===== config.mk =====
export PLATFORM = sky130hd
export DESIGN_NAME = stl_travel_limit
export DESIGN_NICKNAME = d
export VERILOG_FILES = /design/src/design/stl_pkg.sv /design/src/design/stl_bound_cmp.sv /design/src/design/stl_span.sv /design/src/design/stl_travel_limit.sv
export VERILOG_INCLUDE_DIRS = /design/src /design/src/design
export SDC_FILE = /design/constraint.sdc
export NUM_CORES = 1
export LEC_CHECK = 0
export BUFFER_PORTS_ARGS = -buffer_cell sky130_fd_sc_hd__clkbuf_2
export CAP_MARGIN = 20
export CORE_MARGIN = 2
export CORE_UTILIZATION = 40
export CTS_BUF_LIST = sky130_fd_sc_hd__clkbuf_8
export CTS_CLUSTER_SIZE = 40
export DETAILED_ROUTE_END_ITERATION = 8
export PLACE_DENSITY = 0.65
export SETUP_SLACK_MARGIN = 0.02
export SYNTH_ARGS = -nofsm -noshare
export SYNTH_HDL_FRONTEND = slang
export SYNTH_HIERARCHICAL = 1
export SYNTH_SLANG_ARGS = --single-unit

===== constraint.sdc =====
create_clock -name i_clk -period 7.05 [get_ports i_clk]
set_input_delay 1.7625 -clock i_clk [delete_from_list [all_inputs] [get_ports i_clk]]
set_output_delay 1.7625 -clock i_clk [all_outputs]
set_load 0.01 [all_outputs]

===== src/design/stl_params.svh =====
// Offsets, field positions, reset values and counts for the travel limit
`ifndef STL_PARAMS_SVH
`define STL_PARAMS_SVH

// Register byte offsets
`define STL_OFS_CTRL     5'h00
`define STL_OFS_MARGIN   5'h04
`define STL_OFS_MODE     5'h08
`define STL_OFS_STATUS   5'h0C
`define STL_OFS_MASK     5'h10
`define STL_OFS_STATE    5'h14
`define STL_OFS_SPAN_LO  5'h18
`define STL_OFS_SPAN_HI  5'h1C

// Field positions
`define STL_CTRL_ALM_CLR   0
`define STL_MODE_CM_LSB    0
`define STL_MODE_CM_MSB    3
`define STL_MODE_AS_LSB    4
`define STL_MODE_AS_MSB    6
`define STL_MODE_OS_LSB    8
`define STL_MODE_OS_MSB    10
`define STL_EV_ALARM       0
`define STL_EV_OVF         1
`define STL_ST_ALARM       0
`define STL_ST_ARMED       1
`define STL_ST_OVF         2
`define STL_ST_CODE_LSB    8
`define STL_ST_CODE_MSB    15

// Reset values
`define STL_RST_MARGIN     32'h0000_0000
`define STL_RST_MODE       4'h0
`define STL_RST_SEQ        3'h0
`define STL_RST_EV         2'h0

// Qualifying control modes and overtravel hold sequence
`define STL_CM_POS         4'h0
`define STL_CM_POS_VEL     4'h3
`define STL_CM_POS_TRQ     4'h4
`define STL_CM_FULL        4'h6
`define STL_OT_SEQ_HOLD    3'h2

// Alarm code 34 and travel bound 2147483647 counts
`define STL_ALARM_CODE     8'h22
`define STL_TRAVEL_MAX     33'sh0_7FFF_FFFF

// Cycles the check stays off after a span clear while the pipeline refills
`define STL_QUIET_CYC      2'h3

`endif


===== src/design/stl_pkg.sv =====
// Types shared by the travel limit modules
package stl_pkg;

  typedef logic signed [31:0] stl_count_type;
  typedef logic signed [32:0] stl_wide_type;

  typedef struct packed {
    logic          beyond;
  } stl_cmp_type;

  typedef struct packed {
    stl_count_type origin;
    stl_wide_type  cmd;
    stl_wide_type  lo;
    stl_wide_type  hi;
    stl_wide_type  rel;
  } stl_span_type;

  typedef struct packed {
    logic          waitreq;
    logic [31:0]   rdata;
    logic [31:0]   margin;
    logic [3:0]    mode;
    logic [2:0]    alarm_seq;
    logic [2:0]    ot_seq;
    logic [1:0]    status;
    logic [1:0]    mask;
    logic          irq;
    logic          alarm;
    logic [2:0]    stop_seq;
    logic          ovf;
    logic [1:0]    quiet;
  } stl_top_type;

endpackage


===== src/design/stl_bound_cmp.sv =====
// One side of the allowed range: span edge widened by the margin
`timescale 1ns/100ps
module stl_bound_cmp #(
  parameter bit UPPER = 1'b0
) (
  input  wire logic                i_clk,
  input  wire logic                i_nrst,
  input  wire stl_pkg::stl_wide_type i_rel,
  input  wire stl_pkg::stl_wide_type i_edge,
  input  wire logic [31:0]         i_margin,
  output logic                     o_beyond
);
  import stl_pkg::*;

  stl_cmp_type      r;
  stl_cmp_type      next_r;
  logic signed [34:0] lim;
  logic signed [34:0] rel_x;

  always_comb
  begin
    next_r = r;
    rel_x  = 35'(i_rel);
    // Two extra bits keep edge plus margin from wrapping
    if (UPPER)
    begin
      lim = 35'(i_edge) + $signed({3'h0, i_margin});
      next_r.beyond = rel_x > lim;
    end
    else
    begin
      lim = 35'(i_edge) - $signed({3'h0, i_margin});
      next_r.beyond = rel_x < lim;
    end
  end

  always_ff @(posedge i_clk or negedge i_nrst)
  begin
    if (!i_nrst)
      r <= '0;
    else
      r <= next_r;
  end

  assign o_beyond = r.beyond;
endmodule


===== src/design/stl_span.sv =====
// Commanded span and motor travel, relative to the point of last clear
`timescale 1ns/100ps
module stl_span (
  input  wire logic                  i_clk,
  input  wire logic                  i_nrst,
  input  wire logic                  i_clear,
  input  wire logic                  i_cmd_valid,
  input  wire stl_pkg::stl_count_type i_cmd_delta,
  input  wire stl_pkg::stl_count_type i_motor_pos,
  output stl_pkg::stl_wide_type      o_lo,
  output stl_pkg::stl_wide_type      o_hi,
  output stl_pkg::stl_wide_type      o_rel
);
  import stl_pkg::*;

  stl_span_type r;
  stl_span_type next_r;
  stl_wide_type next_cmd;

  always_comb
  begin
    next_r   = r;
    next_cmd = r.cmd + 33'(i_cmd_delta);
    // Motor travel since clear; 33 bits so a full 32-bit swing is visible
    next_r.rel = 33'(i_motor_pos) - 33'(r.origin);
    if (i_clear)
    begin
      next_r.origin = i_motor_pos;
      next_r.cmd    = '0;
      next_r.lo     = '0;
      next_r.hi     = '0;
      next_r.rel    = '0;
    end
    else if (i_cmd_valid)
    begin
      next_r.cmd = next_cmd;
      if (next_cmd < r.lo)
        next_r.lo = next_cmd;
      if (next_cmd > r.hi)
        next_r.hi = next_cmd;
    end
  end

  always_ff @(posedge i_clk or negedge i_nrst)
  begin
    if (!i_nrst)
      r <= '0;
    else
      r <= next_r;
  end

  assign o_lo  = r.lo;
  assign o_hi  = r.hi;
  assign o_rel = r.rel;
endmodule


===== src/design/stl_travel_limit.sv =====
// Software travel limit protection with Avalon-MM register access
//
// Local design decisions: the register offsets and the Avalon-MM interface to the registers.
`timescale 1ns/100ps
`include "stl_params.svh"

module stl_travel_limit (
  input  wire logic                  i_clk,
  input  wire logic                  i_nrst,
  input  wire logic [4:0]            i_address,
  input  wire logic                  i_read,
  input  wire logic                  i_write,
  input  wire logic [31:0]           i_writedata,
  output logic                       o_waitrequest,
  output logic [31:0]                o_readdata,
  input  wire logic                  i_servo_on,
  input  wire logic                  i_cmd_valid,
  input  wire stl_pkg::stl_count_type i_cmd_delta,
  input  wire stl_pkg::stl_count_type i_motor_pos,
  input  wire logic                  i_dev_clear,
  input  wire logic                  i_ot_inhibit,
  input  wire logic                  i_tune_start,
  input  wire logic                  i_tune_done,
  input  wire logic                  i_tool_test,
  output logic                       o_irq,
  output logic                       o_alarm,
  output logic [7:0]                 o_alarm_code,
  output logic                       o_stop_req,
  output logic [2:0]                 o_stop_seq
);
  import stl_pkg::*;

  stl_top_type  r;
  stl_top_type  next_r;

  stl_wide_type span_lo;
  stl_wide_type span_hi;
  stl_wide_type rel;
  logic         beyond_lo;
  logic         beyond_hi;

  logic         req;
  logic         acc;
  logic         margin_zero;
  logic         mode_ok;
  logic         span_clear;
  logic         armed;
  logic         too_far;
  logic         trip;
  logic         ev_alarm;
  logic         ev_ovf;
  logic         alarm_clr;
  logic [31:0]  rd_mux;
  logic [31:0]  state_word;

  // Power-on reset empties the span tracker as well
  stl_span u_span (
    .i_clk       (i_clk),
    .i_nrst      (i_nrst),
    .i_clear     (span_clear),
    .i_cmd_valid (i_cmd_valid),
    .i_cmd_delta (i_cmd_delta),
    .i_motor_pos (i_motor_pos),
    .o_lo        (span_lo),
    .o_hi        (span_hi),
    .o_rel       (rel)
  );

  // Lower side: span minimum less the margin
  stl_bound_cmp #(
    .UPPER (1'b0)
  ) u_cmp_lo (
    .i_clk    (i_clk),
    .i_nrst   (i_nrst),
    .i_rel    (rel),
    .i_edge   (span_lo),
    .i_margin (r.margin),
    .o_beyond (beyond_lo)
  );

  // Upper side: span maximum plus the margin
  stl_bound_cmp #(
    .UPPER (1'b1)
  ) u_cmp_hi (
    .i_clk    (i_clk),
    .i_nrst   (i_nrst),
    .i_rel    (rel),
    .i_edge   (span_hi),
    .i_margin (r.margin),
    .o_beyond (beyond_hi)
  );

  always_comb
  begin
    req         = i_read | i_write;
    acc         = req & ~r.waitreq;
    margin_zero = r.margin == `STL_RST_MARGIN;

    // Position, position-first combined, full-closed
    mode_ok = (r.mode == `STL_CM_POS) || (r.mode == `STL_CM_POS_VEL) ||
              (r.mode == `STL_CM_POS_TRQ) || (r.mode == `STL_CM_FULL);

    // Every condition that empties the span
    span_clear = ~i_servo_on | margin_zero | i_dev_clear |
                 ((r.ot_seq == `STL_OT_SEQ_HOLD) & i_ot_inhibit) |
                 i_tune_start | i_tune_done;

    // Travel since clear must stay inside the signed bound
    too_far = (rel > `STL_TRAVEL_MAX) || (rel < -`STL_TRAVEL_MAX);

    // Quiet window hides the stale compare right after a clear
    armed = i_servo_on & ~margin_zero & mode_ok &
            ~i_tool_test &
            ~r.ovf &
            ~span_clear & (r.quiet == 2'h0);

    trip     = armed & (beyond_lo | beyond_hi);
    ev_alarm = trip & ~r.alarm;
    ev_ovf   = i_servo_on & ~margin_zero & ~span_clear & too_far & ~r.ovf;

    alarm_clr = acc & i_write & (i_address == `STL_OFS_CTRL) &
                i_writedata[`STL_CTRL_ALM_CLR];

    state_word = 32'h0000_0000;
    state_word[`STL_ST_ALARM] = r.alarm;
    state_word[`STL_ST_ARMED] = armed;
    state_word[`STL_ST_OVF]   = r.ovf;
    state_word[`STL_ST_CODE_MSB:`STL_ST_CODE_LSB] = `STL_ALARM_CODE;

    rd_mux = 32'h0000_0000;
    unique case (i_address)
      `STL_OFS_MARGIN:
        rd_mux = r.margin;
      `STL_OFS_MODE:
      begin
        rd_mux[`STL_MODE_CM_MSB:`STL_MODE_CM_LSB] = r.mode;
        rd_mux[`STL_MODE_AS_MSB:`STL_MODE_AS_LSB] = r.alarm_seq;
        rd_mux[`STL_MODE_OS_MSB:`STL_MODE_OS_LSB] = r.ot_seq;
      end
      `STL_OFS_STATUS:
        rd_mux[1:0] = r.status;
      `STL_OFS_MASK:
        rd_mux[1:0] = r.mask;
      `STL_OFS_STATE:
        rd_mux = state_word;
      `STL_OFS_SPAN_LO:
        rd_mux = span_lo[31:0];
      `STL_OFS_SPAN_HI:
        rd_mux = span_hi[31:0];
      default:
        rd_mux = 32'h0000_0000;
    endcase
  end

  always_comb
  begin
    next_r = r;

    // One wait cycle per access: low only on the accepting edge
    if (req)
      next_r.waitreq = ~r.waitreq;
    else
      next_r.waitreq = 1'b1;

    // Read data is captured a cycle early and held through the accept
    if (i_read & r.waitreq)
      next_r.rdata = rd_mux;

    if (acc & i_write)
    begin
      unique case (i_address)
        `STL_OFS_MARGIN:
          next_r.margin = i_writedata;
        `STL_OFS_MODE:
        begin
          next_r.mode      = i_writedata[`STL_MODE_CM_MSB:`STL_MODE_CM_LSB];
          next_r.alarm_seq = i_writedata[`STL_MODE_AS_MSB:`STL_MODE_AS_LSB];
          next_r.ot_seq    = i_writedata[`STL_MODE_OS_MSB:`STL_MODE_OS_LSB];
        end
        `STL_OFS_MASK:
          next_r.mask = i_writedata[1:0];
        default:
          next_r.mask = r.mask;
      endcase
    end

    // Only bits that the read actually reported are cleared, so an
    // event landing between capture and accept survives
    if (acc & i_read & (i_address == `STL_OFS_STATUS))
      next_r.status = r.status & ~r.rdata[1:0];
    next_r.status[`STL_EV_ALARM] = next_r.status[`STL_EV_ALARM] | ev_alarm;
    next_r.status[`STL_EV_OVF]   = next_r.status[`STL_EV_OVF] | ev_ovf;

    next_r.irq = |(next_r.status & next_r.mask);

    // Alarm holds until software clears it; a live trip wins the clear
    if (alarm_clr)
      next_r.alarm = 1'b0;
    if (trip)
      next_r.alarm = 1'b1;

    // Stop sequence frozen when the alarm fires
    if (ev_alarm)
      next_r.stop_seq = r.alarm_seq;

    // Travel bound latch, released only by a span clear
    if (span_clear)
      next_r.ovf = 1'b0;
    else if (ev_ovf)
      next_r.ovf = 1'b1;

    if (span_clear)
      next_r.quiet = `STL_QUIET_CYC;
    else if (r.quiet != 2'h0)
      next_r.quiet = r.quiet - 2'h1;
  end

  always_ff @(posedge i_clk or negedge i_nrst)
  begin
    if (!i_nrst)
    begin
      r           <= '0;
      r.waitreq   <= 1'b1;
      r.margin    <= `STL_RST_MARGIN;
      r.mode      <= `STL_RST_MODE;
      r.alarm_seq <= `STL_RST_SEQ;
      r.ot_seq    <= `STL_RST_SEQ;
      r.status    <= `STL_RST_EV;
      r.mask      <= `STL_RST_EV;
      r.quiet     <= `STL_QUIET_CYC;
    end
    else
      r <= next_r;
  end

  assign o_waitrequest = r.waitreq;
  assign o_readdata    = r.rdata;
  assign o_irq         = r.irq;
  assign o_alarm       = r.alarm;
  assign o_alarm_code  = r.alarm ? `STL_ALARM_CODE : 8'h00;
  assign o_stop_req    = r.alarm;
  assign o_stop_seq    = r.stop_seq;
endmodule


==> Word level (Yosys, flattened, before mapping) <==
Cells that the tools add are included.
W data, S select, Z words.
{ "op_classes": {"n_addsub": 5, "n_eq_ne": 11, "n_mux": 21, "bitwise": 38, "n_reduce_logical": 20, "magnitude_cmp": 6} }
{ "ops": {"columns": ["cell", "count"], "rows": [
  ["$mux W99", 2],
  ["$mux W33", 3],
  ["$pmux W21 S4", 1],
  ["$add A33 B33 Y34", 1],
  ["$gt A33 B34 Y1", 1],
  ["$lt A33 B34 Y1", 1],
  ["$sub A33 B33 Y34", 1],
  ["$add A33 B32 Y33", 1],
  ["$gt A33 B32 Y1 const B", 1],
  ["$gt A33 B33 Y1", 1],
  ["$lt A33 B32 Y1 const B", 1],
  ["$lt A33 B33 Y1", 1],
  ["$sub A32 B32 Y33", 1],
  ["$logic_not A32 Y1", 1],
  ["$pmux W5 S5", 1],
  ["$eq A5 B5 Y1 const B", 4],
  ["$and A1 B1 Y1", 19],
  ["$pmux W3 S5", 1],
  ["$pmux W2 S7", 1],
  ["$reduce_bool A2 Y1", 7],
  ["$eq A5 B4 Y1 const B", 2],
  ["$mux W2", 5],
  ["$or A1 B1 Y1", 9],
  ["$eq A4 B3 Y1 const B", 2],
  ["other kinds (16)", 33]
]} }
{ "word_totals": {"inputBits": 112, "regBits": 253, "wordCells": 121} }

==> Logic depth before layout (Yosys ltp) <==
Gate-level depths: netlist (run 1).
{ "logic_depth": {"depth_word": 14, "depth_mapped": 22, "depth_no_buf": 19} }

==> Modules after synthesis <==
The synthesis (run 1) kept the hierarchy.
{ "modules_own_cells": {"columns": ["mod", "instances", "area_per_inst_um2", "cells_per_inst", "seq_area_each_um2"], "rows": [
  ["stl_span", 1, 11723.7, 1309, 4103.9],
  ["stl_travel_limit", 1, 4549.4, 399, 2180.8],
  ["stl_bound_cmp at u_cmp_lo", 1, 2696.3, 382, 25.0],
  ["stl_bound_cmp at u_cmp_hi", 1, 2665.1, 350, 25.0]
]} }

==> Worst setup path after synthesis (run 1) <==
OpenSTA, ideal clock, no wires.
{ "synth_timing": {"path_type": "in2reg", "start": "in i_cmd_delta[0]", "end": "reg u_span.r, in the netlist u_span/o_hi[10]", "required_ns": 6.922, "path_buffers": 2, "path_stages": 19, "slack_ns": 1.140, "setup_ns": 0.128, "t_arrival_ns": 5.782, "cell_sequence": "ha_1 fa_1 a211oi_1 o21a_1 a2111oi_4 nor2_1 o211ai_2 a221oi_1 xnor2_1 ha_1 nand4_1 nor4_1 nand2_1 or3_1 and3_1 a211oi_2 buf_2 buf_2 o21ai_0"} }
{ "synth_via": {"elab_chain_cells": 4} }
{ "synth_rtl": {"columns": ["item", "line", "text"], "rows": [
  ["start, declared", "stl_travel_limit.sv:18", "input wire stl_pkg::stl_count_type i_cmd_delta,"],
  ["$add A33 B32 Y33 (*)", "stl_span.sv:23", "next_cmd = r.cmd + 33'(i_cmd_delta);"],
  ["$gt A33 B33 Y1 / $mux W33 (equally long branches)", "stl_span.sv:39", "if (next_cmd > r.hi)"],
  ["$reduce_bool A2 Y1 (no source line) / $mux W99 (equally long branches)", null, null],
  ["$reduce_and A2 Y1 (no source line) / $mux W99 (equally long branches)", null, null],
  ["end signal, assigned", "stl_span.sv:49", "r <= next_r;"],
  ["end, declared", "stl_span.sv:16", "stl_span_type r;"]
]} }
Every way passes the cells marked *; elsewhere a longest branch is shown, timed or not. The select of a mux whose other input is x is not followed.
A chain may end at the register's enable or synchronous reset.

==> Worst setup path after layout (run 1) <==
{ "layout_timing": {"start": "in i_cmd_delta[0]", "end": "reg u_span.r, in the netlist u_span/o_lo[1]"} }
{ "layout_via": {"elab_chain_cells": 4} }
{ "layout_rtl": {"columns": ["item", "line", "text"], "rows": [
  ["$add A33 B32 Y33 (*)", "stl_span.sv:23", null],
  ["$lt A33 B33 Y1 / $mux W33 (equally long branches)", "stl_span.sv:37", "if (next_cmd < r.lo)"],
  ["$reduce_bool A2 Y1 (no source line) / $mux W99 (equally long branches)", null, null],
  ["$reduce_and A2 Y1 (no source line) / $mux W99 (equally long branches)", null, null]
]} }
Marks and branches as above.

==> results of run 1 <==
## synth_stat cells (50+ instances only)
library cell,n
a21o_1,99
a21oi_1,144
buf_4,148
dfrtp_1,250
ha_1,261
inv_1,177
mux2_2,50
nand2_1,217
nor2_1,155
o21ai_0,133
xnor2_1,66
xor2_1,51
## worst max-delay path by stage
stage / cells after the start / slack, ps / to / start
after floorplan: 19 / 1140 / u_span/o_hi[10]$_DFFE_PN0P_ / i_cmd_delta[0]
after global placement: 20 / 530 / u_span/o_hi[28]$_DFFE_PN0P_ / i_cmd_delta[0]
after detailed placement: 20 / 370 / u_span/o_lo[29]$_DFFE_PN0P_ / i_cmd_delta[0]
after CTS: 20 / 1060 / u_span/o_lo[29]$_DFFE_PN0P_ / i_cmd_delta[0]
after global routing: 20 / 740 / u_span/o_lo[29]$_DFFE_PN0P_ / i_cmd_delta[0]
final: 21 / 970 / u_span/o_lo[1]$_DFFE_PN0P_ / i_cmd_delta[0]
## metal layers
| layer | part of all wire | GRT usage | vias up | wire [um] |
|---|---|---|---|---|
| met5 | 0 | 0 | - | 0 |
| met1 | 0.46 | 0.337 | 8955 | 30900 |
| met3 | 0.069 | 0.0359 | 106 | 4560 |
| li1 | - | - | 8664 | - |
| met2 | 0.43 | 0.355 | 728 | 28600 |
| met4 | 0.038 | 0.0932 | 0 | 2530 |
## power by group
part / leakage (nW) / switching (mW) / internal (mW)
registers: 3.41 / 0.106 / 1.52
clock network: 0.593 / 0.691 / 0.861
logic: 7.30 / 0.774 / 0.522
## worst max-delay path: cells and delay by family
family	cells	cell delay, ps
and+or+nand+nor	4	540
xor gates and xnor gates	1	430
buffers and inverters	2	400
adders and majority gates	3	990
AOI/OAI and AO/OA	9	1860
muxes	2	540
## sequential cells by signal (all words and copies together) (netlist names)
| register | cells |
|---|---|
| o_alarm | 1 |
| o_irq | 1 |
| o_readdata | 32 |
| o_stop_seq | 3 |
| o_waitrequest | 1 |
| r | 49 |
| u_cmp_hi/o_beyond | 1 |
| u_cmp_lo/o_beyond | 1 |
| u_span/o_hi | 33 |
| u_span/o_lo | 33 |
| u_span/o_rel | 33 |
| u_span/r | 65 |
## through the flow
stage / worst slack (ps) / hold slack, ps
finish: 968 / 479
global route: 740 / 512
CTS: 1060 / 488
detailed placement: 367 / 475
global placement: 530 / 467
floorplan: 1140 / 449
## cell type report
class	count	area [sq um]
diodes	1	2.50
clock buffers	58	798
clock inverters	32	234
fillers	5283	30600
inverters	177	664
multi-input cells	1787	13100
flip-flops and latches	253	6330
well taps	696	871
repair buffers	176	976
## cells by family after synthesis
| kind of cell | Yosys count | synth area share |
|---|---|---|
| AND/OR/NAND/NOR | 628 | 0.142 |
| multiplexers | 81 | 0.0404 |
| flip-flops | 253 | 0.293 |
| AO/OA/AOI/OAI | 687 | 0.219 |
| other | 1 | 0.000173 |
| XOR/XNOR | 120 | 0.0496 |
| adder cells (fa/ha/maj) | 265 | 0.155 |
| buffers and inverters | 405 | 0.101 |
==> impl_metrics.csv, run 1 <==
group,metric,value,unit
synth,yosysSeqAreaShare,0.293,
setup_path,setup.worst_path.class,"in2reg",
worst_hold_path,hold_path_depth,2,
cts,post_cts_buffers,0,
synth,ys.flop_type,"dfrtp_1",
route,drc,0,
floorplanning,io_pins,159,
synth,synthCells,2440,
setup_path,cp.arrival,6550,ps
setup_path,cp_max_fo,14,
floorplanning,dieWidth,237,um
cts,cts.path.max_buffers,3,
worst_hold_path,min_to,"o_readdata[23]$_DFFE_PN0P_",
route,vias,18453,
power_and_ir_drop,power_density,195,nW/um^2
worst_hold_path,hp-start,"o_readdata[23]$_DFFE_PN0P_",
floorplanning,core,53600,sq um
setup_path,required,7520,ps
global_route,grt_antenna_before_repair,1,
route,firstDrtPassIters,6,
setup_path,r2r_start,"r[22]$_DFFE_PN0P_",
cts,cts_tree,"built",
global_route,grt_pass1_vias,18161,
worst_hold_path,min_path_type,"reg2reg",
cts,cts-resized-gates,0,
place,place_hpwl,52.1,mm
cts,hold_buffers,0,
cts,cts_htree_levels,2,
timing,worstMarginPinSlew,1070,ps
timing,finalCritPeriodShare,0.863,
cts,cts-root-buf,"clkbuf_8",
timing,max_slew_margin,0.287,
route,wl,66.5,mm
floorplanning,start_util,0.404,
cells_and_area,area_delta_synth_final,6.38,%
floorplanning,fp.dieH,237,um
power_and_ir_drop,p_leak,11.3,nW
setup_path,slowest_stage,"fa_1",
cells_and_area,layout.cells.non_filler,3180,
synth,yosysWarningCount,6,
synth,ys_seq_elements,253,
route,avgRoutedWirePerCell,20.9,um
synth,synth-edff-count,0,
cts,cts.sinks,253,
cells_and_area,drive_gt1_frac,0.146,
place,io_buffers,152,
timing,finalSetupViolCount,0,
floorplanning,fp-row-count,85,
cells_and_area,final_common_cell,"ha_1",
setup_path,reg2reg_setup_slack,1670,ps
timing,skew,56.2,ps
cts,clkLatencyLatePin,650,ps
setup_path,slowest_delay,440,ps
job,maxCapViolCount,0,
cells_and_area,fin_util,0.429,
floorplanning,dieArea,56000,sq um
route,drt_iter0_drc,1490,
setup_path,path_cells,"clkbuf_2 -> ha_1 -> fa_1 -> a211oi_1 -> o21a_1 -> a2111oi_4 -> nor3_1 -> or2_1 -> o21ai_0 -> xnor2_1 -> ha_1 -> a21o_1 -> nand3_1 -> a21oi_1 -> a211oi_1 -> o21ai_0 -> a31oi_2 -> mux2i_2 -> buf_4 -> mux2i_1 -> nor2_1",
synth,ys_top_cells_by_area,"dfrtp_1 29%, ha_1 15%, buf_4 5.1%",
setup_path,worst_setup_path_start_kind,"input port",
cells_and_area,fin_area,23000,sq um
route,antenna_left,0,
timing,rsz0062_at_grt,"false",
setup_path,r2r_end,"u_cmp_lo/o_beyond$_DFF_PN0_",
cells_and_area,nNetsFinal,2820,
run_status,status,"finished clean",
global_route,grt_overflow,0,
place,place_area,22000,sq um
timing,finalHoldViolCount,0,
timing,fmax,164,MHz
timing,drv_slew,0,
synth,synth.top_cell.area_share,0.289,
cells_and_area,final_cell_mix,"261 x ha_1, 250 x dfrtp_1, 217 x nand2_1",
synth,yosys.area.top_type,"dfrtp_1",
global_route,grt_max_degree,136,
global_route,grt_pass1_wl,103,mm
cts,cts_made_buffers,48,
place,placedCellCount,3089,
synth,ys_async_sr_fraction,1.00,
global_route,grt_usage,0.235,
setup_path,crit_path_end_kind,"flip-flop",
timing,finalCriticalPeriod,6080,ps
synth,syn_area_per_cell,8.87,sq um
place,gp_congestion,0.968,
synth,netlist_area,21600,sq um
power_and_ir_drop,ir_worst_vdd,102,uV
synth,ys_types,112,
cts,clk_pin_slew,60,ps
power_and_ir_drop,fin_total_pwr,4.48,mW
route,drt-vias-per-instance,5.80,
setup_path,r2r_cells,14,
timing,setup_tns,0,ps
Note: power is estimated with default switching activity, not from simulation.
==> run 2, diff against run 1 <==
--- a/config.mk
+++ b/config.mk
@@ -14,7 +14,8 @@
 export CTS_CLUSTER_SIZE = 40
 export DETAILED_ROUTE_END_ITERATION = 8
 export PLACE_DENSITY = 0.65
-export SETUP_SLACK_MARGIN = 0.02
+export RECOVER_POWER = 50
+export SETUP_SLACK_MARGIN = 0.05
 export SYNTH_ARGS = -nofsm -noshare
 export SYNTH_HDL_FRONTEND = slang
 export SYNTH_HIERARCHICAL = 1
==> run 2 against run 1 <==
Critical path depth is the same. Non-clock buffer count is the same. The flow now finishes with violations (max-capacitance violations, max-slew violations). Critical endpoint unchanged. Setup slack gained 2.8 ps. Sequential cell count is the same. First-iteration DRC count shrank 2.5%.
==> impl_metrics.csv, run 2 (synthesis results as in run 1) <==
group,metric,value,unit
cts,cts_tree,"built",
cells_and_area,drive_gt1_frac,0.143,
route,drt_iter0_drc,1453,
cts,clk_pin_slew,60,ps
setup_path,required,7460,ps
cells_and_area,regMostFlops,"u_span/r",
place,place_hpwl,52.1,mm
timing,max_slew_margin,-1.32,
cts,cts_made_buffers,48,
route,antenna_left,0,
cells_and_area,fin_area,23000,sq um
power_and_ir_drop,intPower,2.90,mW
timing,worstMarginPinSlew,3470,ps
floorplanning,dieWidth,237,um
setup_path,cp.arrival,6490,ps
power_and_ir_drop,fin_total_pwr,4.48,mW
setup_path,reg2reg_setup_slack,1640,ps
power_and_ir_drop,p_leak,11.3,nW
timing,setup_tns,0,ps
route,drc,0,
cts,cts-resized-gates,0,
place,io_buffers,152,
floorplanning,fp-row-count,85,
timing,finalCriticalPeriod,6080,ps
route,drt-vias-per-instance,5.80,
power_and_ir_drop,p_sw_frac,0.351,
cts,clkLatencyLatePin,650,ps
cts,cts.path.max_buffers,3,
route,wl,66.5,mm
global_route,grt_usage,0.235,
power_and_ir_drop,ir_worst_vdd,101,uV
timing,fmax,164,MHz
cells_and_area,largest_reg_flops,65,
power_and_ir_drop,power_density,195,nW/um^2
power_and_ir_drop,power_frac_comb,0.289,
setup_path,path_cells,"clkbuf_2 -> ha_1 -> fa_1 -> a211oi_1 -> o21a_1 -> a2111oi_4 -> nor3_1 -> or2_1 -> o21ai_0 -> xnor2_1 -> ha_1 -> a21o_1 -> nand3_1 -> a21oi_1 -> a211oi_1 -> o21ai_0 -> a31oi_2 -> mux2i_2 -> buf_4 -> mux2i_1 -> nor2_1",
run_status,violations,"max-capacitance violations, max-slew violations",
power_and_ir_drop,p_clk_frac,0.347,
cells_and_area,fillCellCount,5294,
cells_and_area,final_cell_mix,"261 x ha_1, 250 x dfrtp_1, 217 x nand2_1",
timing,skew,56.8,ps
cells_and_area,reg.largest.list,"u_span/r x65, r x49",
cts,hold_buffers,0,
global_route,grt_pass1_vias,18161,
power_and_ir_drop,power.switching,1.57,mW
global_route,grt_overflow,0,
setup_path,slowest_delay,440,ps
global_route,grt_antenna_before_repair,1,
timing,rsz0062_at_grt,"false",
timing,drv_slew,308,
setup_path,crit_path_end_kind,"flip-flop",
setup_path,worst_setup_path_start_kind,"input port",
route,vias,18449,
setup_path,crit_family,"compound AO/OA/AOI/OAI gates",
cells_and_area,final_common_cell,"ha_1",
floorplanning,start_util,0.404,
worst_hold_path,min_path_type,"reg2reg",
setup_path,cp_max_fo,14,
floorplanning,core,53600,sq um
route,firstDrtPassIters,6,
cells_and_area,layout.cells.non_filler,3180,
place,gp_congestion,0.968,
cts,cts_htree_levels,2,
setup_path,setup.worst_path.class,"in2reg",
global_route,grt_pass1_wl,103,mm
cells_and_area,nNetsFinal,2820,
cells_and_area,area_delta_synth_final,6.10,%
power_and_ir_drop,p_seq_frac,0.364,
cts,cts.sinks,253,
global_route,grt_max_degree,136,
floorplanning,dieArea,56000,sq um
place,placedCellCount,3089,
cts,post_cts_buffers,0,
cts,cts-root-buf,"clkbuf_8",
route,avgRoutedWirePerCell,20.9,um
floorplanning,io_pins,159,
timing,finalCritPeriodShare,0.862,
setup_path,critPathBufInv,2,
setup_path,slowest_stage,"fa_1",
timing,finalHoldViolCount,0,
place,place_area,22000,sq um
timing,finalSetupViolCount,0,
job,maxCapViolCount,4,
floorplanning,fp.dieH,237,um
run_status,status,"complete, but fails checks",
run 2: cell count changes in the layout (fill, tap and decap cells not counted), sizes merged:
cell	before	now
buf	25	22
clkbuf	209	212
run 2: layer usage:
metal	share of wire	global-route usage
met1	0.46	0.337
met2	0.43	0.355
met3	0.069	0.0359
met4	0.039	0.0932
met5	0	0
run 2: worst reg2reg max path, cell delays in order (launching register included):
cell	delay, ps
dfrtp_1	590
ha_1	260
inv_1	60
fa_1	420
a211oi_1	290
o21ai_0	220
a31oi_1	530
o21bai_1	300
xnor2_1	210
ha_1	320
nand4_1	160
a2111oi_0	790
o31ai_1	300
a221oi_1	420
mux2i_1	430
run 2: final cells by class:
class,count,area [sq um],area share
flip-flops and latches,253,6330,0.276
clock buffers,58,798,0.0348
diodes,1,2.50,0.000109
repair buffers,176,946,0.0412
clock inverters,32,234,0.0102
multi-input cells,1787,13100,0.571
inverters,177,664,0.0289
well taps,696,871,0.0379
run 2: final timing paths:
check | start | end | cells after the start
min | o_readdata[23]$_DFFE_PN0P_ | o_readdata[23]$_DFFE_PN0P_ | 2
min in group asynchronous | i_nrst | u_span/r[134]$_DFFE_PN0P_ | 1
max | i_cmd_delta[0] | u_span/o_lo[1]$_DFFE_PN0P_ | 21
min reg2reg | o_readdata[23]$_DFFE_PN0P_ | o_readdata[23]$_DFFE_PN0P_ | 2
max reg2reg | r[22]$_DFFE_PN0P_ | u_cmp_lo/o_beyond$_DFF_PN0_ | 14
max in group asynchronous | i_nrst | u_span/o_lo[7]$_DFFE_PN0P_ | 2
run 2: power by group through the flow:
stage / Sequential (mW) / Clock, mW / Combinational, mW
final: 1.63 / 1.55 / 1.29
after global routing: 1.63 / 1.67 / 1.43
after CTS: 1.63 / 1.60 / 1.28
after detailed placement: 1.65 / 0 / 1.27
after global placement: 1.65 / 0 / 1.25
after floorplan: 1.59 / 0 / 0.957
run 2: through the flow:
stage	util	hold WS, ps	worst slack, ps
finish	0.428	479	970
global route	0.428	512	571
CTS	0.429	488	1060
detailed placement	0.410	475	367
global placement	0.410	467	530
floorplan	-	449	1140
